**src/hdl/vpw_pkg.sv**
```systemverilog
// Constants, types and timing for the VPW bus node controller.
// Assumes a 40 MHz system clock and a 2 MHz internal timing tick.
package vpw_pkg;

	// ****************************************************************
	// Clocking
	// ****************************************************************
	localparam int CLK_HZ        = 40_000_000;
	localparam int TICK_HZ       = 2_000_000;
	localparam int TICK_DIV      = CLK_HZ / TICK_HZ;
	localparam int TICKS_PER_US  = TICK_HZ / 1_000_000;
	localparam logic [4:0] TICK_LAST = 5'(TICK_DIV - 1);

	// Reference clock fed to the device; divisor brings it to 2 MHz
	localparam int REF_MHZ       = 4;
	localparam logic [1:0] OSC_DIV_FIELD = 2'(REF_MHZ / 2 - 1);

	// ****************************************************************
	// Symbol times in microseconds and in ticks
	// ****************************************************************
	localparam int T_SHORT_US    = 64;
	localparam int T_LONG_US     = 128;
	localparam int T_SOF_US      = 200;
	localparam int T_EOD_US      = 200;
	localparam int T_EOF_US      = 280;
	localparam int T_IFS_US      = 300;
	localparam int T_DEV_RST_US  = 10;
	localparam int T_SETTLE_US   = 2;
	localparam int W_INV_US      = 34;
	localparam int W_SHORT_US    = 96;
	localparam int W_LONG_US     = 163;
	localparam int W_SOF_US      = 239;

	localparam logic [9:0] T_SHORT   = 10'(T_SHORT_US * TICKS_PER_US);
	localparam logic [9:0] T_LONG    = 10'(T_LONG_US * TICKS_PER_US);
	localparam logic [9:0] T_SOF     = 10'(T_SOF_US * TICKS_PER_US);
	localparam logic [9:0] T_EOD     = 10'(T_EOD_US * TICKS_PER_US);
	localparam logic [9:0] T_EOF     = 10'(T_EOF_US * TICKS_PER_US);
	localparam logic [9:0] T_IFS     = 10'(T_IFS_US * TICKS_PER_US);
	localparam logic [9:0] T_DEV_RST = 10'(T_DEV_RST_US * TICKS_PER_US);
	localparam logic [9:0] T_SETTLE  = 10'(T_SETTLE_US * TICKS_PER_US);
	localparam logic [9:0] W_INV     = 10'(W_INV_US * TICKS_PER_US);
	localparam logic [9:0] W_SHORT   = 10'(W_SHORT_US * TICKS_PER_US);
	localparam logic [9:0] W_LONG    = 10'(W_LONG_US * TICKS_PER_US);
	localparam logic [9:0] W_SOF     = 10'(W_SOF_US * TICKS_PER_US);
	localparam logic [9:0] CNT_MAX   = 10'h3FF;

	// ****************************************************************
	// Frame content
	// ****************************************************************
	localparam logic [7:0] CRC_POLY  = 8'h1D;
	localparam logic [7:0] CRC_INIT  = 8'hFF;
	localparam logic [7:0] CRC_GOOD  = 8'hC4;
	localparam logic [3:0] MAX_BYTES = 4'hC;
	localparam logic [3:0] MIN_BYTES = 4'h2;

	// Transmit buffer word: {ifr, last, data}
	localparam int BUF_W         = 10;
	localparam int FLD_LAST      = 8;
	localparam int FLD_IFR       = 9;

	// ****************************************************************
	// State types
	// ****************************************************************
	typedef enum logic [5:0] {
		TX_IDLE  = 6'h01,
		TX_WAIT  = 6'h02,
		TX_SOF   = 6'h04,
		TX_BIT   = 6'h08,
		TX_EOD   = 6'h10,
		TX_DRAIN = 6'h20
	} tx_state_e;

	typedef enum logic [2:0] {
		CFG_RST  = 3'h1,
		CFG_LOAD = 3'h2,
		CFG_RUN  = 3'h4
	} cfg_state_e;

	typedef struct packed {
		logic [4:0]  div;
		logic        tick;
		logic        s1;
		logic        s2;
		cfg_state_e  cst;
		logic [9:0]  ccnt;
		logic        dev_rst_n;
		logic        cfg_load;
		logic        node_ready;
		logic        lvl;
		logic [9:0]  rcnt;
		logic        infr;
		logic        after_eod;
		logic [7:0]  rsh;
		logic [2:0]  rbitn;
		logic [7:0]  rcrc;
		logic [3:0]  rnbytes;
		logic        rx_vld;
		logic [7:0]  rx_byte;
		logic        rx_ok;
		logic        rx_err;
		tx_state_e   tst;
		logic [9:0]  tcnt;
		logic [9:0]  tlen;
		logic [7:0]  tsh;
		logic [2:0]  tbitn;
		logic [7:0]  tcrc;
		logic [3:0]  tnbytes;
		logic        crcph;
		logic        last;
		logic        drive;
		logic        tx_done;
		logic        tx_lost;
	} node_s;

	typedef struct packed {
		logic [BUF_W-1:0] e0;
		logic [BUF_W-1:0] e1;
		logic             v0;
		logic             v1;
		logic             rdy;
	} buf_s;

endpackage

```
**src/hdl/vpw_buf2.sv**
```systemverilog
// Two-entry buffer with valid/ready on both sides.
// Assumes one clock domain; in_ready and out_valid come from flops.
`timescale 1ns/10ps
module vpw_buf2 #(
	parameter int W = vpw_pkg::BUF_W
) (
	// Clock and reset
	input  wire logic         clk,
	input  wire logic         nrst,
	// Filling side
	input  wire logic         in_valid,
	output logic              in_ready,
	input  wire logic [W-1:0] in_data,
	// Draining side
	output logic              out_valid,
	input  wire logic         out_ready,
	output logic [W-1:0]      out_data
);

	typedef struct packed {
		logic [W-1:0] e0;
		logic [W-1:0] e1;
		logic         v0;
		logic         v1;
		logic         rdy;
	} slot_s;

	slot_s q;
	slot_s d;

	assign in_ready  = q.rdy;
	assign out_valid = q.v0;
	assign out_data  = q.e0;

	always_comb begin
		logic push;
		logic pop;
		push = 1'b0;
		pop  = 1'b0;
		d    = q;
		push = in_valid && q.rdy;
		pop  = out_ready && q.v0;
		if (pop) begin
			d.e0 = q.e1;
			d.v0 = q.v1;
			d.v1 = 1'b0;
		end
		if (push) begin
			if (!d.v0) begin
				d.e0 = in_data;
				d.v0 = 1'b1;
			end else begin
				d.e1 = in_data;
				d.v1 = 1'b1;
			end
		end
		// Registered ready keeps the port straight from a flop
		d.rdy = !(d.v0 && d.v1);
	end

	always_ff @(posedge clk or negedge nrst) begin
		if (!nrst) begin
			q <= '{rdy: 1'b1, default: '0};
		end else begin
			q <= d;
		end
	end

endmodule

```
**src/hdl/vpw_bus_node.sv**
```systemverilog
// VPW class B bus node that drives a link controller device and the
// shared single wire. Assumes an external pull-down (passive) on the
// wire, an open-drain driver from bus_out/bus_oe and a 40 MHz clock.
`timescale 1ns/10ps
module vpw_bus_node (
	// Clock and reset
	input  wire logic       clk,
	input  wire logic       nrst,
	// Device control
	output logic            dev_rst_n,
	output logic            cfg_load,
	output logic [1:0]      cfg_divisor,
	output logic            node_ready,
	// Transmit byte stream
	input  wire logic       tx_valid,
	output logic            tx_ready,
	input  wire logic [7:0] tx_data,
	input  wire logic       tx_last,
	input  wire logic       tx_ifr,
	output logic            tx_done,
	output logic            tx_lost,
	// Receive byte stream
	output logic            rx_valid,
	output logic [7:0]      rx_data,
	output logic            rx_frame_ok,
	output logic            rx_frame_err,
	// Bus wire
	input  wire logic       bus_in,
	output logic            bus_out,
	output logic            bus_oe
);

	// ****************************************************************
	// Helpers
	// ****************************************************************
	function automatic logic [7:0] crc_bit(input logic [7:0] c,
	                                       input logic       b);
		logic fb;
		fb = c[7] ^ b;
		crc_bit = {c[6:0], 1'b0} ^ (fb ? vpw_pkg::CRC_POLY : 8'h00);
	endfunction

	// Long for passive one or active zero
	function automatic logic [9:0] bit_len(input logic b,
	                                       input logic act);
		bit_len = (b ^ act) ? vpw_pkg::T_LONG : vpw_pkg::T_SHORT;
	endfunction

	vpw_pkg::node_s         q;
	vpw_pkg::node_s         d;
	logic                   f_valid;
	logic [vpw_pkg::BUF_W-1:0] f_data;
	logic                   pop;

	// ****************************************************************
	// Transmit buffer
	// ****************************************************************
	vpw_buf2 #(
		.W (vpw_pkg::BUF_W)
	) u_buf (
		.clk       (clk),
		.nrst      (nrst),
		.in_valid  (tx_valid),
		.in_ready  (tx_ready),
		.in_data   ({tx_ifr, tx_last, tx_data}),
		.out_valid (f_valid),
		.out_ready (pop),
		.out_data  (f_data)
	);

	assign dev_rst_n    = q.dev_rst_n;
	assign cfg_load     = q.cfg_load;
	assign cfg_divisor  = vpw_pkg::OSC_DIV_FIELD;
	assign node_ready   = q.node_ready;
	assign tx_done      = q.tx_done;
	assign tx_lost      = q.tx_lost;
	assign rx_valid     = q.rx_vld;
	assign rx_data      = q.rx_byte;
	assign rx_frame_ok  = q.rx_ok;
	assign rx_frame_err = q.rx_err;
	// Open drain: drive only the active level
	assign bus_out      = q.drive;
	assign bus_oe       = q.drive;

	// ****************************************************************
	// Next state
	// ****************************************************************
	always_comb begin
		logic       edge_seen;
		logic       have_bit;
		logic       bitv;
		logic       drop;
		logic       idle;
		logic       eod_win;
		logic [7:0] nsh;
		logic [7:0] ncrc;
		logic [2:0] nbit;
		edge_seen = 1'b0;
		have_bit  = 1'b0;
		bitv      = 1'b0;
		drop      = 1'b0;
		idle      = 1'b0;
		eod_win   = 1'b0;
		nsh       = 8'h00;
		ncrc      = 8'h00;
		nbit      = 3'h0;
		d         = q;
		pop       = 1'b0;
		d.tick    = 1'b0;
		d.cfg_load = 1'b0;
		d.rx_vld  = 1'b0;
		d.rx_ok   = 1'b0;
		d.rx_err  = 1'b0;
		d.tx_done = 1'b0;
		d.tx_lost = 1'b0;

		d.div = q.div + 5'h01;
		if (q.div == vpw_pkg::TICK_LAST) begin
			d.div  = 5'h00;
			d.tick = 1'b1;
		end
		d.s1 = bus_in;
		d.s2 = q.s1;

		// ************************************************************
		// Device bring-up
		// ************************************************************
		case (q.cst)
			vpw_pkg::CFG_RST: begin
				d.dev_rst_n = 1'b0;
				if (q.tick) begin
					d.ccnt = q.ccnt + 10'h001;
				end
				if (q.ccnt == vpw_pkg::T_DEV_RST) begin
					d.dev_rst_n = 1'b1;
					d.cst = vpw_pkg::CFG_LOAD;
				end
			end
			vpw_pkg::CFG_LOAD: begin
				d.cfg_load   = 1'b1;
				d.node_ready = 1'b1;
				d.cst        = vpw_pkg::CFG_RUN;
			end
			vpw_pkg::CFG_RUN: begin
				d.cst = vpw_pkg::CFG_RUN;
			end
			default: begin
				d.cst = vpw_pkg::CFG_RST;
			end
		endcase

		// ************************************************************
		// Receiver
		// ************************************************************
		// synced level is the wired-OR
		edge_seen = q.s2 != q.lvl;
		if (edge_seen) begin
			d.lvl  = q.s2;
			d.rcnt = 10'h000;
			if (q.lvl) begin
				if (q.rcnt < vpw_pkg::W_INV) begin
					drop = 1'b1;
				end else if (q.rcnt < vpw_pkg::W_SHORT) begin
					have_bit = 1'b1;
					bitv     = 1'b1;
				end else if (q.rcnt < vpw_pkg::W_LONG) begin
					have_bit = 1'b1;
				end else if (q.rcnt < vpw_pkg::W_SOF) begin
					d.infr      = 1'b1;
					d.after_eod = 1'b0;
					d.rcrc      = vpw_pkg::CRC_INIT;
					d.rbitn     = 3'h0;
					d.rnbytes   = 4'h0;
				end else begin
					drop = 1'b1;
				end
			end else begin
				if (q.rcnt < vpw_pkg::W_INV) begin
					drop = 1'b1;
				end else if (q.rcnt < vpw_pkg::W_SHORT) begin
					have_bit = 1'b1;
				end else if (q.rcnt < vpw_pkg::W_LONG) begin
					have_bit = 1'b1;
					bitv     = 1'b1;
				end
			end
		end else if (q.tick && q.rcnt != vpw_pkg::CNT_MAX) begin
			d.rcnt = q.rcnt + 10'h001;
			// end of data after passive wait
			if (!q.lvl && q.rcnt == vpw_pkg::T_EOD - 10'h001
			    && q.infr && !q.after_eod) begin
				d.after_eod = 1'b1;
				if (q.rbitn != 3'h0 || q.rnbytes < vpw_pkg::MIN_BYTES)
				begin
					d.rx_err = 1'b1;
				end else if (q.rcrc == vpw_pkg::CRC_GOOD) begin
					d.rx_ok = 1'b1;
				end else begin
					d.rx_err = 1'b1;
				end
			end
			if (!q.lvl && q.rcnt == vpw_pkg::T_EOF - 10'h001) begin
				d.infr      = 1'b0;
				d.after_eod = 1'b0;
			end
		end

		if (drop && q.infr) begin
			d.rx_err    = !q.after_eod;
			d.infr      = 1'b0;
			d.after_eod = 1'b0;
		end
		if (have_bit && q.infr) begin
			if (q.after_eod) begin
				d.after_eod = 1'b0;
				d.rcrc      = vpw_pkg::CRC_INIT;
				d.rbitn     = 3'h0;
				d.rnbytes   = 4'h0;
			end else begin
				d.rsh   = {q.rsh[6:0], bitv};
				d.rcrc  = crc_bit(q.rcrc, bitv);
				d.rbitn = q.rbitn + 3'h1;
				if (q.rbitn == 3'h7) begin
					d.rx_vld   = 1'b1;
					d.rx_byte  = {q.rsh[6:0], bitv};
					d.rnbytes  = q.rnbytes + 4'h1;
					if (q.rnbytes == vpw_pkg::MAX_BYTES) begin
						d.rx_err = 1'b1;
						d.infr   = 1'b0;
					end
				end
			end
		end

		// ************************************************************
		// Transmitter
		// ************************************************************
		// idle only after full separation
		idle    = !q.lvl && !q.s2 && q.rcnt >= vpw_pkg::T_IFS;
		eod_win = !q.lvl && !q.s2 && q.infr && q.after_eod;
		case (q.tst)
			vpw_pkg::TX_IDLE: begin
				if (q.node_ready && f_valid) begin
					d.tst = vpw_pkg::TX_WAIT;
				end
			end
			vpw_pkg::TX_WAIT: begin
				if (f_data[vpw_pkg::FLD_IFR] ? eod_win : idle) begin
					pop       = 1'b1;
					d.tsh     = f_data[7:0];
					d.last    = f_data[vpw_pkg::FLD_LAST];
					d.tcrc    = vpw_pkg::CRC_INIT;
					d.tnbytes = 4'h1;
					d.crcph   = 1'b0;
					d.tcnt    = 10'h000;
					d.drive   = 1'b1;
					d.tst     = vpw_pkg::TX_SOF;
					d.tlen    = f_data[vpw_pkg::FLD_IFR] ?
					            vpw_pkg::T_SHORT : vpw_pkg::T_SOF;
				end
			end
			vpw_pkg::TX_SOF: begin
				if (q.tick) begin
					d.tcnt = q.tcnt + 10'h001;
					if (q.tcnt == q.tlen - 10'h001) begin
						d.tcnt  = 10'h000;
						d.tbitn = 3'h0;
						d.drive = 1'b0;
						d.tlen  = bit_len(q.tsh[7], 1'b0);
						d.tst   = vpw_pkg::TX_BIT;
					end
				end
			end
			vpw_pkg::TX_BIT: begin
				// Another node held the wire while we were passive
				if (!q.drive && q.s2 && q.tcnt >= vpw_pkg::T_SETTLE) begin
					d.drive   = 1'b0;
					d.tx_lost = 1'b1;
					d.tst = q.last ? vpw_pkg::TX_IDLE : vpw_pkg::TX_DRAIN;
				end else if (q.tick) begin
					d.tcnt = q.tcnt + 10'h001;
					if (q.tcnt == q.tlen - 10'h001) begin
						ncrc    = q.crcph ? q.tcrc : crc_bit(q.tcrc, q.tsh[7]);
						nsh     = {q.tsh[6:0], 1'b0};
						nbit    = q.tbitn + 3'h1;
						d.tcrc  = ncrc;
						d.tcnt  = 10'h000;
						d.tbitn = nbit;
						if (q.tbitn != 3'h7) begin
							d.tsh   = nsh;
							d.drive = nbit[0];
							d.tlen  = bit_len(nsh[7], nbit[0]);
						end else if (q.crcph) begin
							d.drive = 1'b0;
							d.tlen  = vpw_pkg::T_EOD;
							d.tst   = vpw_pkg::TX_EOD;
						end else if (q.last || !f_valid
						             || q.tnbytes == vpw_pkg::MAX_BYTES
						                - 4'h1) begin
							d.tsh   = ~ncrc;
							d.crcph = 1'b1;
							d.drive = 1'b0;
							d.tlen  = bit_len(~ncrc[7], 1'b0);
						end else begin
							pop       = 1'b1;
							d.tsh     = f_data[7:0];
							d.last    = f_data[vpw_pkg::FLD_LAST];
							d.tnbytes = q.tnbytes + 4'h1;
							d.drive   = 1'b0;
							d.tlen    = bit_len(f_data[7], 1'b0);
						end
					end
				end
			end
			vpw_pkg::TX_EOD: begin
				if (q.tick) begin
					d.tcnt = q.tcnt + 10'h001;
					if (q.tcnt == q.tlen - 10'h001) begin
						d.tx_done = 1'b1;
						d.tst = q.last ? vpw_pkg::TX_IDLE :
						        vpw_pkg::TX_DRAIN;
					end
				end
			end
			// Discards the unsent tail of an aborted frame
			vpw_pkg::TX_DRAIN: begin
				if (f_valid) begin
					pop = 1'b1;
					if (f_data[vpw_pkg::FLD_LAST]) begin
						d.tst = vpw_pkg::TX_IDLE;
					end
				end
			end
			default: begin
				d.drive = 1'b0;
				d.tst   = vpw_pkg::TX_IDLE;
			end
		endcase
	end

	always_ff @(posedge clk or negedge nrst) begin
		if (!nrst) begin
			q <= '{tst: vpw_pkg::TX_IDLE, cst: vpw_pkg::CFG_RST,
			       default: '0};
		end else begin
			q <= d;
		end
	end

endmodule

```
**config.mk**
```make
export PLATFORM = sky130hd
export DESIGN_NAME = vpw_bus_node
export DESIGN_NICKNAME = d
export VERILOG_FILES = /design/src/hdl/vpw_pkg.sv /design/src/hdl/vpw_buf2.sv /design/src/hdl/vpw_bus_node.sv
export SDC_FILE = /design/constraint.sdc
export NUM_CORES = 1
export LEC_CHECK = 0
export ABC_AREA = 1
export ABC_CLOCK_PERIOD_IN_PS = 2550
export BUFFER_PORTS_ARGS = -buffer_cell sky130_fd_sc_hd__buf_2
export CAP_MARGIN = 20
export CORE_MARGIN = 2
export CORE_UTILIZATION = 41
export CTS_CLUSTER_DIAMETER = 80
export DETAILED_ROUTE_END_ITERATION = 10
export REMOVE_ABC_BUFFERS = 1
export SLEW_MARGIN = 10
export SYNTH_ARGS = -nofsm -noshare
export SYNTH_HDL_FRONTEND = slang
export SYNTH_HIERARCHICAL = 1
export SYNTH_SLANG_ARGS = --single-unit
```
**constraint.sdc**
```tcl
create_clock -name clk -period 2.55 [get_ports clk]
set_clock_uncertainty 0.05 [all_clocks]
set_input_delay 0.255 -clock clk [delete_from_list [all_inputs] [get_ports clk]]
set_output_delay 0.255 -clock clk [all_outputs]
set_load 0.05 [all_outputs]
```
==> flow_metrics.tcl, run 1 <==
set metrics [dict create \
    die_h_um 145.0 \
    cts_buffer_depth 2 \
    hold_start "tx_data[1]" \
    reg2reg_slack_ns 0.27 \
    min_period_ns 2.281 \
    ctsHtreeMaxLevel 4 \
    start_util_pct 41.85 \
    clkLatencyLatePin_ns 0.43 \
    drive_gt1_share_pct 14.62 \
    whs_ns 0.03859 \
    drv_slew 0 \
    rsz0062_at_grt "no" \
    cts_tree "done" \
    dieWidth_um 145.0 \
    grt_max_degree 54 \
    coreArea_um2 19460 \
    yosys_warnings 6 \
    nets 1126 \
    endpoint_kind "flip-flop" \
    grt_pass1_vias 6457 \
    ys_seq_area_share_pct 43.06 \
    grt_overflow 0 \
    fp-row-count 51 \
    tightest_slew_ns 0.5572 \
    grt_pass1_wl_mm 31.75 \
    status "completed" \
    cp.arrival_ns 2.60 \
    final_cell_mix "350 x nand2_1, 137 x dfrtp_1, 107 x inv_1, 102 x nand3_1, 73 x nor2_1" \
    cellLeakagePower_nw 4.702 \
    path_clk_slew_ns 0.07 \
    cp.required_ns 2.87 \
    powerDensity_nw_per_um2 544.0 \
    yosysUniqueCellTypes 47 \
    startpoint "q[32]" \
    layout_commonest_cell "nand2_1" \
    ys_ff_latch 140 \
    hold_end "u_buf/out_data[1]" \
    drc 0 \
    initialDrtViolationCount 467 \
    fp.dieArea_um2 21010 \
    io_buffers 32 \
    first_pass_iters 5 \
    grt_antenna_before_repair 0 \
    hold_path_class "input pin to flip-flop" \
    synthCells 1071 \
    synth_flop_cell "dfrtp_1" \
    stdcell_area_um2 9153 \
    setup_viol 0 \
    maxCapViolCount 0 \
    cts.sink_count 140 \
    crit_type "flip-flop to flip-flop" \
    dp_hpwl_mm 12.85 \
    critPathLaunchType "flip-flop" \
    area_growth_pct 12.37 \
    post-route-period-util_pct 89.46 \
    hold_violations 0 \
    postSynthAreaPerCell_um2 7.605 \
    root_buffer "clkbuf_16" \
    r2r.worst_path.cells 14 \
    synth_edf_count 0 \
    async_reset_ff_share_pct 100.0 \
    slew_headroom_pct 62.38 \
    worstReg2RegEnd "u_buf/out_data[7]" \
    netlist_area_um2 8145 \
    routed_wl_mm 18.04 \
    ir_worst_vdd_mv 0.5192 \
    grt_use_total_pct 18.12 \
    via_count 6827 \
    n_antenna_cell 0 \
    gp_congestion 0.8718 \
    r2r-start "q[32]" \
    dpl_cell_area_um2 8483 \
    vias_per_cell 4.972 \
    drt-wirelength-per-cell_um 13.14 \
    num_io_pins 35 \
    fmaxAchievable_mhz 438.4 \
    ant_nets 0 \
    min_path_cells 3 \
    cts_made_buffers 17 \
    critPathMaxFanout 10 \
]
-- worst max-delay path by stage --
stage                              endpoint  slack [ns]  depth (start not counted)
after global routing      u_buf/out_data[2]        0.02                         15
after detailed placement     u_buf/in_ready       -0.02                         13
final                     u_buf/out_data[7]        0.27                         14
after floorplan           u_buf/out_data[0]       -0.62                         10
after CTS                 u_buf/out_data[6]       0.002                         14
after global placement           u_buf/q[1]       0.006                         13
-- critical path, cell delays in order, from the launching register on --
cell and delay [ns]:
dfrtp_1 0.36, inv_1 0.07, ha_1 0.31, nand2_1 0.06
nand2_1 0.05, nor2_1 0.10, nand3_2 0.13, nor2_8 0.15
nand2_2 0.13, o221ai_4 0.23, nand2_2 0.12, nand2_2 0.12
buf_4 0.18, nand3_1 0.08, nand2_1 0.08
-- registers in the layout (all words and copies together), names as in the netlist, 8 cells and up --
signal          count
rx_data             8
u_buf/q            11
q                  99
u_buf/out_data     10
-- kinds of logic after synthesis --
logic type / Yosys count / share of synthesized area [%]
adders and majority gates: 17 / 2.611
other: 2 / 0.09220
xor gates and xnor gates: 20 / 2.151
buffers and inverters: 165 / 9.324
and+or+nand+nor: 621 / 34.73
DFF: 140 / 43.06
AOI/OAI and AO/OA: 106 / 8.034
-- through the flow --
step,setup WS (ns),cells,util [%],TNS (ns),total power [mW]
2_1_floorplan,-0.6186,1023,-,-11.84,2.370
3_3_place_gp,0.006257,1338,43.59,0,2.488
3_5_place_dp,-0.01979,1338,43.59,-0.03610,2.486
4_1_cts,0.002184,1372,46.82,0,5.047
5_1_grt,0.01877,1373,47.03,0,5.174
6_report,0.2688,1373,47.03,0,4.979
-- layer usage --
metal	vias to the layer above	wire length, µm	GRT usage [%]
met5	-	0	0
met4	0	259	6.040
met3	22	616	3.365
met2	138	8188	27.86
met1	3176	8971	25.80
li1	3491	-	-
-- what timing repair did --
item | 4_1_cts | 5_1_grt
hold buffers | 2 | 0
pin swaps | 0 | 1
setup buffers | 0 | 1
endpoints found under the setup margin | 2 | 23
endpoints found under the hold margin | 50 | 0
resized for setup | 1 | 7
-- Yosys cell counts (2+ instances only) --
master / n / area [µm²]
o22ai_1: 3 / 18.77
o21ai_1: 10 / 50.05
buf_4: 27 / 202.7
nor4_1: 3 / 18.77
nand3_4: 2 / 35.03
a21oi_1: 25 / 125.1
nand2_2: 12 / 75.07
buf_2: 13 / 65.06
nor2_4: 6 / 67.56
o21ai_2: 19 / 166.4
buf_1: 2 / 7.510
clkinv_1: 4 / 15.01
or2_2: 4 / 25.02
a31oi_1: 3 / 18.77
nor3_1: 15 / 75.07
inv_2: 6 / 22.52
ha_1: 17 / 212.7
nand3_1: 103 / 515.5
nand4_1: 27 / 168.9
o21ai_0: 33 / 165.2
dfrtp_1: 137 / 3428
a22oi_1: 7 / 52.55
inv_1: 107 / 401.6
conb_1: 2 / 7.510
nand4_2: 6 / 75.07
nor2_2: 4 / 25.02
nor2_1: 73 / 274.0
nand2_1: 354 / 1329
nand3_2: 3 / 30.03
xor2_1: 13 / 113.9
nor3_2: 2 / 20.02
xnor2_1: 7 / 61.31
dfstp_2: 3 / 78.83
nor2_8: 2 / 40.04
buf_6: 3 / 33.78
clkbuf_1: 3 / 11.26
-- cell type report --
class / instances / area [µm²]
well taps: 265 / 331.6
clock inverters: 14 / 165.2
clock buffers: 18 / 439.2
inverters: 117 / 439.2
fillers: 1904 / 10310
flip-flops and latches: 140 / 3507
repair buffers: 53 / 354.1
multi-input cells: 766 / 3916
-- power breakdown --
part / leakage [nW] / switching [mW] / internal, mW / total [mW]
Sequential: 1.91 / 0.0155 / 2.23 / 2.25
Combinational: 2.49 / 0.143 / 0.0542 / 0.197
Clock: 0.297 / 1.11 / 1.43 / 2.54
Total: 4.70 / 1.26 / 3.72 / 4.98
Note: power is estimated with default switching activity, not from simulation.
==> inputs of run 2 (changes only) <==
SYNTH_HIERARCHICAL = unset   (was 1)
==> run 2 against run 1 <==
  * Maximum frequency decreased by 1.9%
  * Via count shrank 6.5%
  * Sequential share of layout area is 1.6 points higher
  * Register-to-register slack worse by 0.04 ns
  * Synthesized cell count decreased by 6.6%
  * Total power decreased by 2.1%
  * Largest cell class unchanged
  * Highest routed layer unchanged
==> flow_metrics.tcl, run 2 <==
set metrics [dict create \
    nets 1060 \
    vias_per_cell 5.004 \
    worstReg2RegEnd "q[22]" \
    critPathMaxFanout 7 \
    synthMostInstantiatedCell "nand2_1" \
    fillerInstances 1898 \
    area_growth_pct 11.60 \
    synth_top_family_by_area "simple AND/OR/NAND/NOR gates" \
    r2r.worst_path.cells 14 \
    netlist_area_um2 7871 \
    ir_worst_vdd_mv 0.4568 \
    stdcell_area_um2 8785 \
    startpoint "q[32]" \
    drive_gt1_share_pct 13.63 \
    yosys_warnings 0 \
    yosysTopAreaCell "dfrtp_1" \
    final_cell_mix "287 x nand2_1, 136 x dfrtp_1, 115 x inv_1, 94 x nand3_1, 68 x nor2_1" \
    grt_overflow 0 \
    multi_input_area_um2 3638 \
    fmaxAchievable_mhz 430.2 \
    ant_nets 0 \
    clkLatencyLatePin_ns 0.42 \
    status "completed" \
    coreArea_um2 18770 \
    fp-row-count 50 \
    path_clk_slew_ns 0.06 \
    dpl_cell_area_um2 8175 \
    crit_path_end "q[22]" \
    powerDensity_nw_per_um2 554.8 \
    synthAdderAreaFrac_pct 2.702 \
    synthMuxAreaShare_pct 0 \
    dp_hpwl_mm 12.56 \
    postSynthAreaPerCell_um2 7.871 \
    cts_made_buffers 17 \
    grt_use_total_pct 18.58 \
    min_period_ns 2.325 \
    drv_slew 0 \
    synthCells 1000 \
    netlist_top_cells_area "dfrtp_1 44%, nand2_1 14%, nand3_1 6.0%" \
    regArea_um2 3508 \
    slew_headroom_pct 61.18 \
    die_h_um 142.6 \
    ys_ff_latch 140 \
    crit_type "flip-flop to flip-flop" \
    synth_compound_area_share_pct 9.935 \
    routed_wl_mm 17.33 \
    hold_violations 0 \
    rsz0062_at_grt "yes" \
    cts_buffer_depth 2 \
    reg2reg_slack_ns 0.23 \
    top_register "q" \
    cts.sink_count 140 \
    cellLeakagePower_nw 4.428 \
    synthXorXnorAreaFrac_pct 2.670 \
    synth_flop_cell "dfrtp_1" \
    initialDrtViolationCount 425 \
    dr.max_layer_used "met4" \
    ys_seq_area_share_pct 44.56 \
    grt_antenna_before_repair 0 \
    post-place-cells 1242 \
    wl_met3_um 413 \
    synth_edf_count 0 \
    cp.arrival_ns 2.59 \
    p_total_mw 4.873 \
    grt_max_degree 50 \
    met1_length_mm 8.575 \
    num_io_pins 35 \
    grt_pass1_vias 6223 \
    endpoint_kind "flip-flop" \
    yosys-top-cells-count "289 x nand2_1, 137 x dfrtp_1, 115 x inv_1" \
    fp.dieArea_um2 20320 \
    gp_congestion 0.8456 \
    tightest_slew_ns 0.5779 \
    setup_viol 0 \
    via_count 6385 \
    grt_pass1_wl_mm 30.29 \
    yosysUniqueCellTypes 57 \
    cp.required_ns 2.82 \
    largest_reg_flops 99 \
    start_util_pct 41.94 \
    first_pass_iters 5 \
    r2r-start "q[32]" \
    synth_simple_gate_area_share_pct 30.66 \
    cts_tree "done" \
    post-route-period-util_pct 91.16 \
    n_antenna_cell 0 \
    finish.utilization_pct 46.81 \
    async_reset_ff_share_pct 100.0 \
    layout.cells.non_filler 1276 \
    drt-wirelength-per-cell_um 13.58 \
    dieWidth_um 142.6 \
    root_buffer "clkbuf_16" \
    maxCapViolCount 0 \
    drc 0 \
    ctsHtreeMaxLevel 4 \
    synth_top_area_share_pct 43.55 \
    wl_met2_mm 8.026 \
    hold_path_class "input pin to flip-flop" \
    critPathLaunchType "flip-flop" \
    layout_commonest_cell "nand2_1" \
    whs_ns 0.03407 \
    io_buffers 32 \
]
## run 2: cell count changes after synthesis, sizes merged, moves of 8 or more
cell   change
inv       +13
nand3      -8
nand4     -21
o21ai      +9
buf       -16
nand2     -67
## run 2: worst max-delay path, cell delays in order, from the launching register on
cell     delay, ns
dfrtp_2       0.42
inv_2         0.09
ha_1          0.33
nand2_1       0.09
nand2_1       0.05
nor2_1        0.08
nand2_1       0.07
nor2_2        0.14
nand2_2       0.13
nand2_2       0.13
nand2_4       0.09
nor3_4        0.23
inv_1         0.17
nand2_1       0.10
nand2_1       0.05
## run 2: how the worst min path moves through the flow
stage | depth (start not counted) | to | slack [ns] | from
floorplan | 0 | bus_oe | -0.09 | nrst
finish | 3 | u_buf.out_data[5] | 0.03 | tx_data[5]
CTS | 3 | u_buf.out_data[5] | 0.01 | tx_data[5]
global route | 3 | u_buf.out_data[5] | 0.03 | tx_data[5]
detailed placement | 1 | q[104] | 0.18 | nrst
global placement | 1 | q[104] | 0.18 | nrst
## run 2: cell type report
cell class	count	area share [%]
Tap cell	234	3.333
Clock buffer	26	5.569
Multi-Input combinational cell	697	41.42
Inverter	126	5.384
Sequential cell	140	39.94
Timing Repair Buffer	47	3.376
Clock inverter	6	0.9828
## run 2: routing by layer
metal  track usage (%)  vias to the layer above
li1                  -                     3257
met1             25.57                     3024
met2             29.48                       83
met3             3.398                       21
met4             6.670                        0
met5                 0                        -
## run 2: repair_timing
action / 4_1_cts / 5_1_grt
hold endpoints to repair: 46 / 0
hold buffers: 2 / 0
gates resized for setup: 1 / 3
setup buffers: 0 / 0
pin swaps: 0 / 0
endpoints found under the setup margin: 2 / 38
## run 2: power by group
group,switching [mW],internal [mW]
Sequential,0.0102,2.23
Clock,0.924,1.52
Combinational,0.139,0.0511
## run 2: logic make-up (layout without fill, tap and decap cells)
group,count (synthesis),after routing
fa+ha+maj,17,17
buf+inv,163,205
compound gates,128,128
flops,140,140
xor+xnor,24,24
other cells,2,2
simple gates,526,526
## run 2: metrics by stage
step                      setup TNS, ns  setup slack, ns
after global routing           -0.06089         -0.01209
after floorplan                       0           0.1154
after global placement                0          0.02755
after detailed placement              0          0.01203
after CTS                             0          0.09955
final                                 0           0.2254
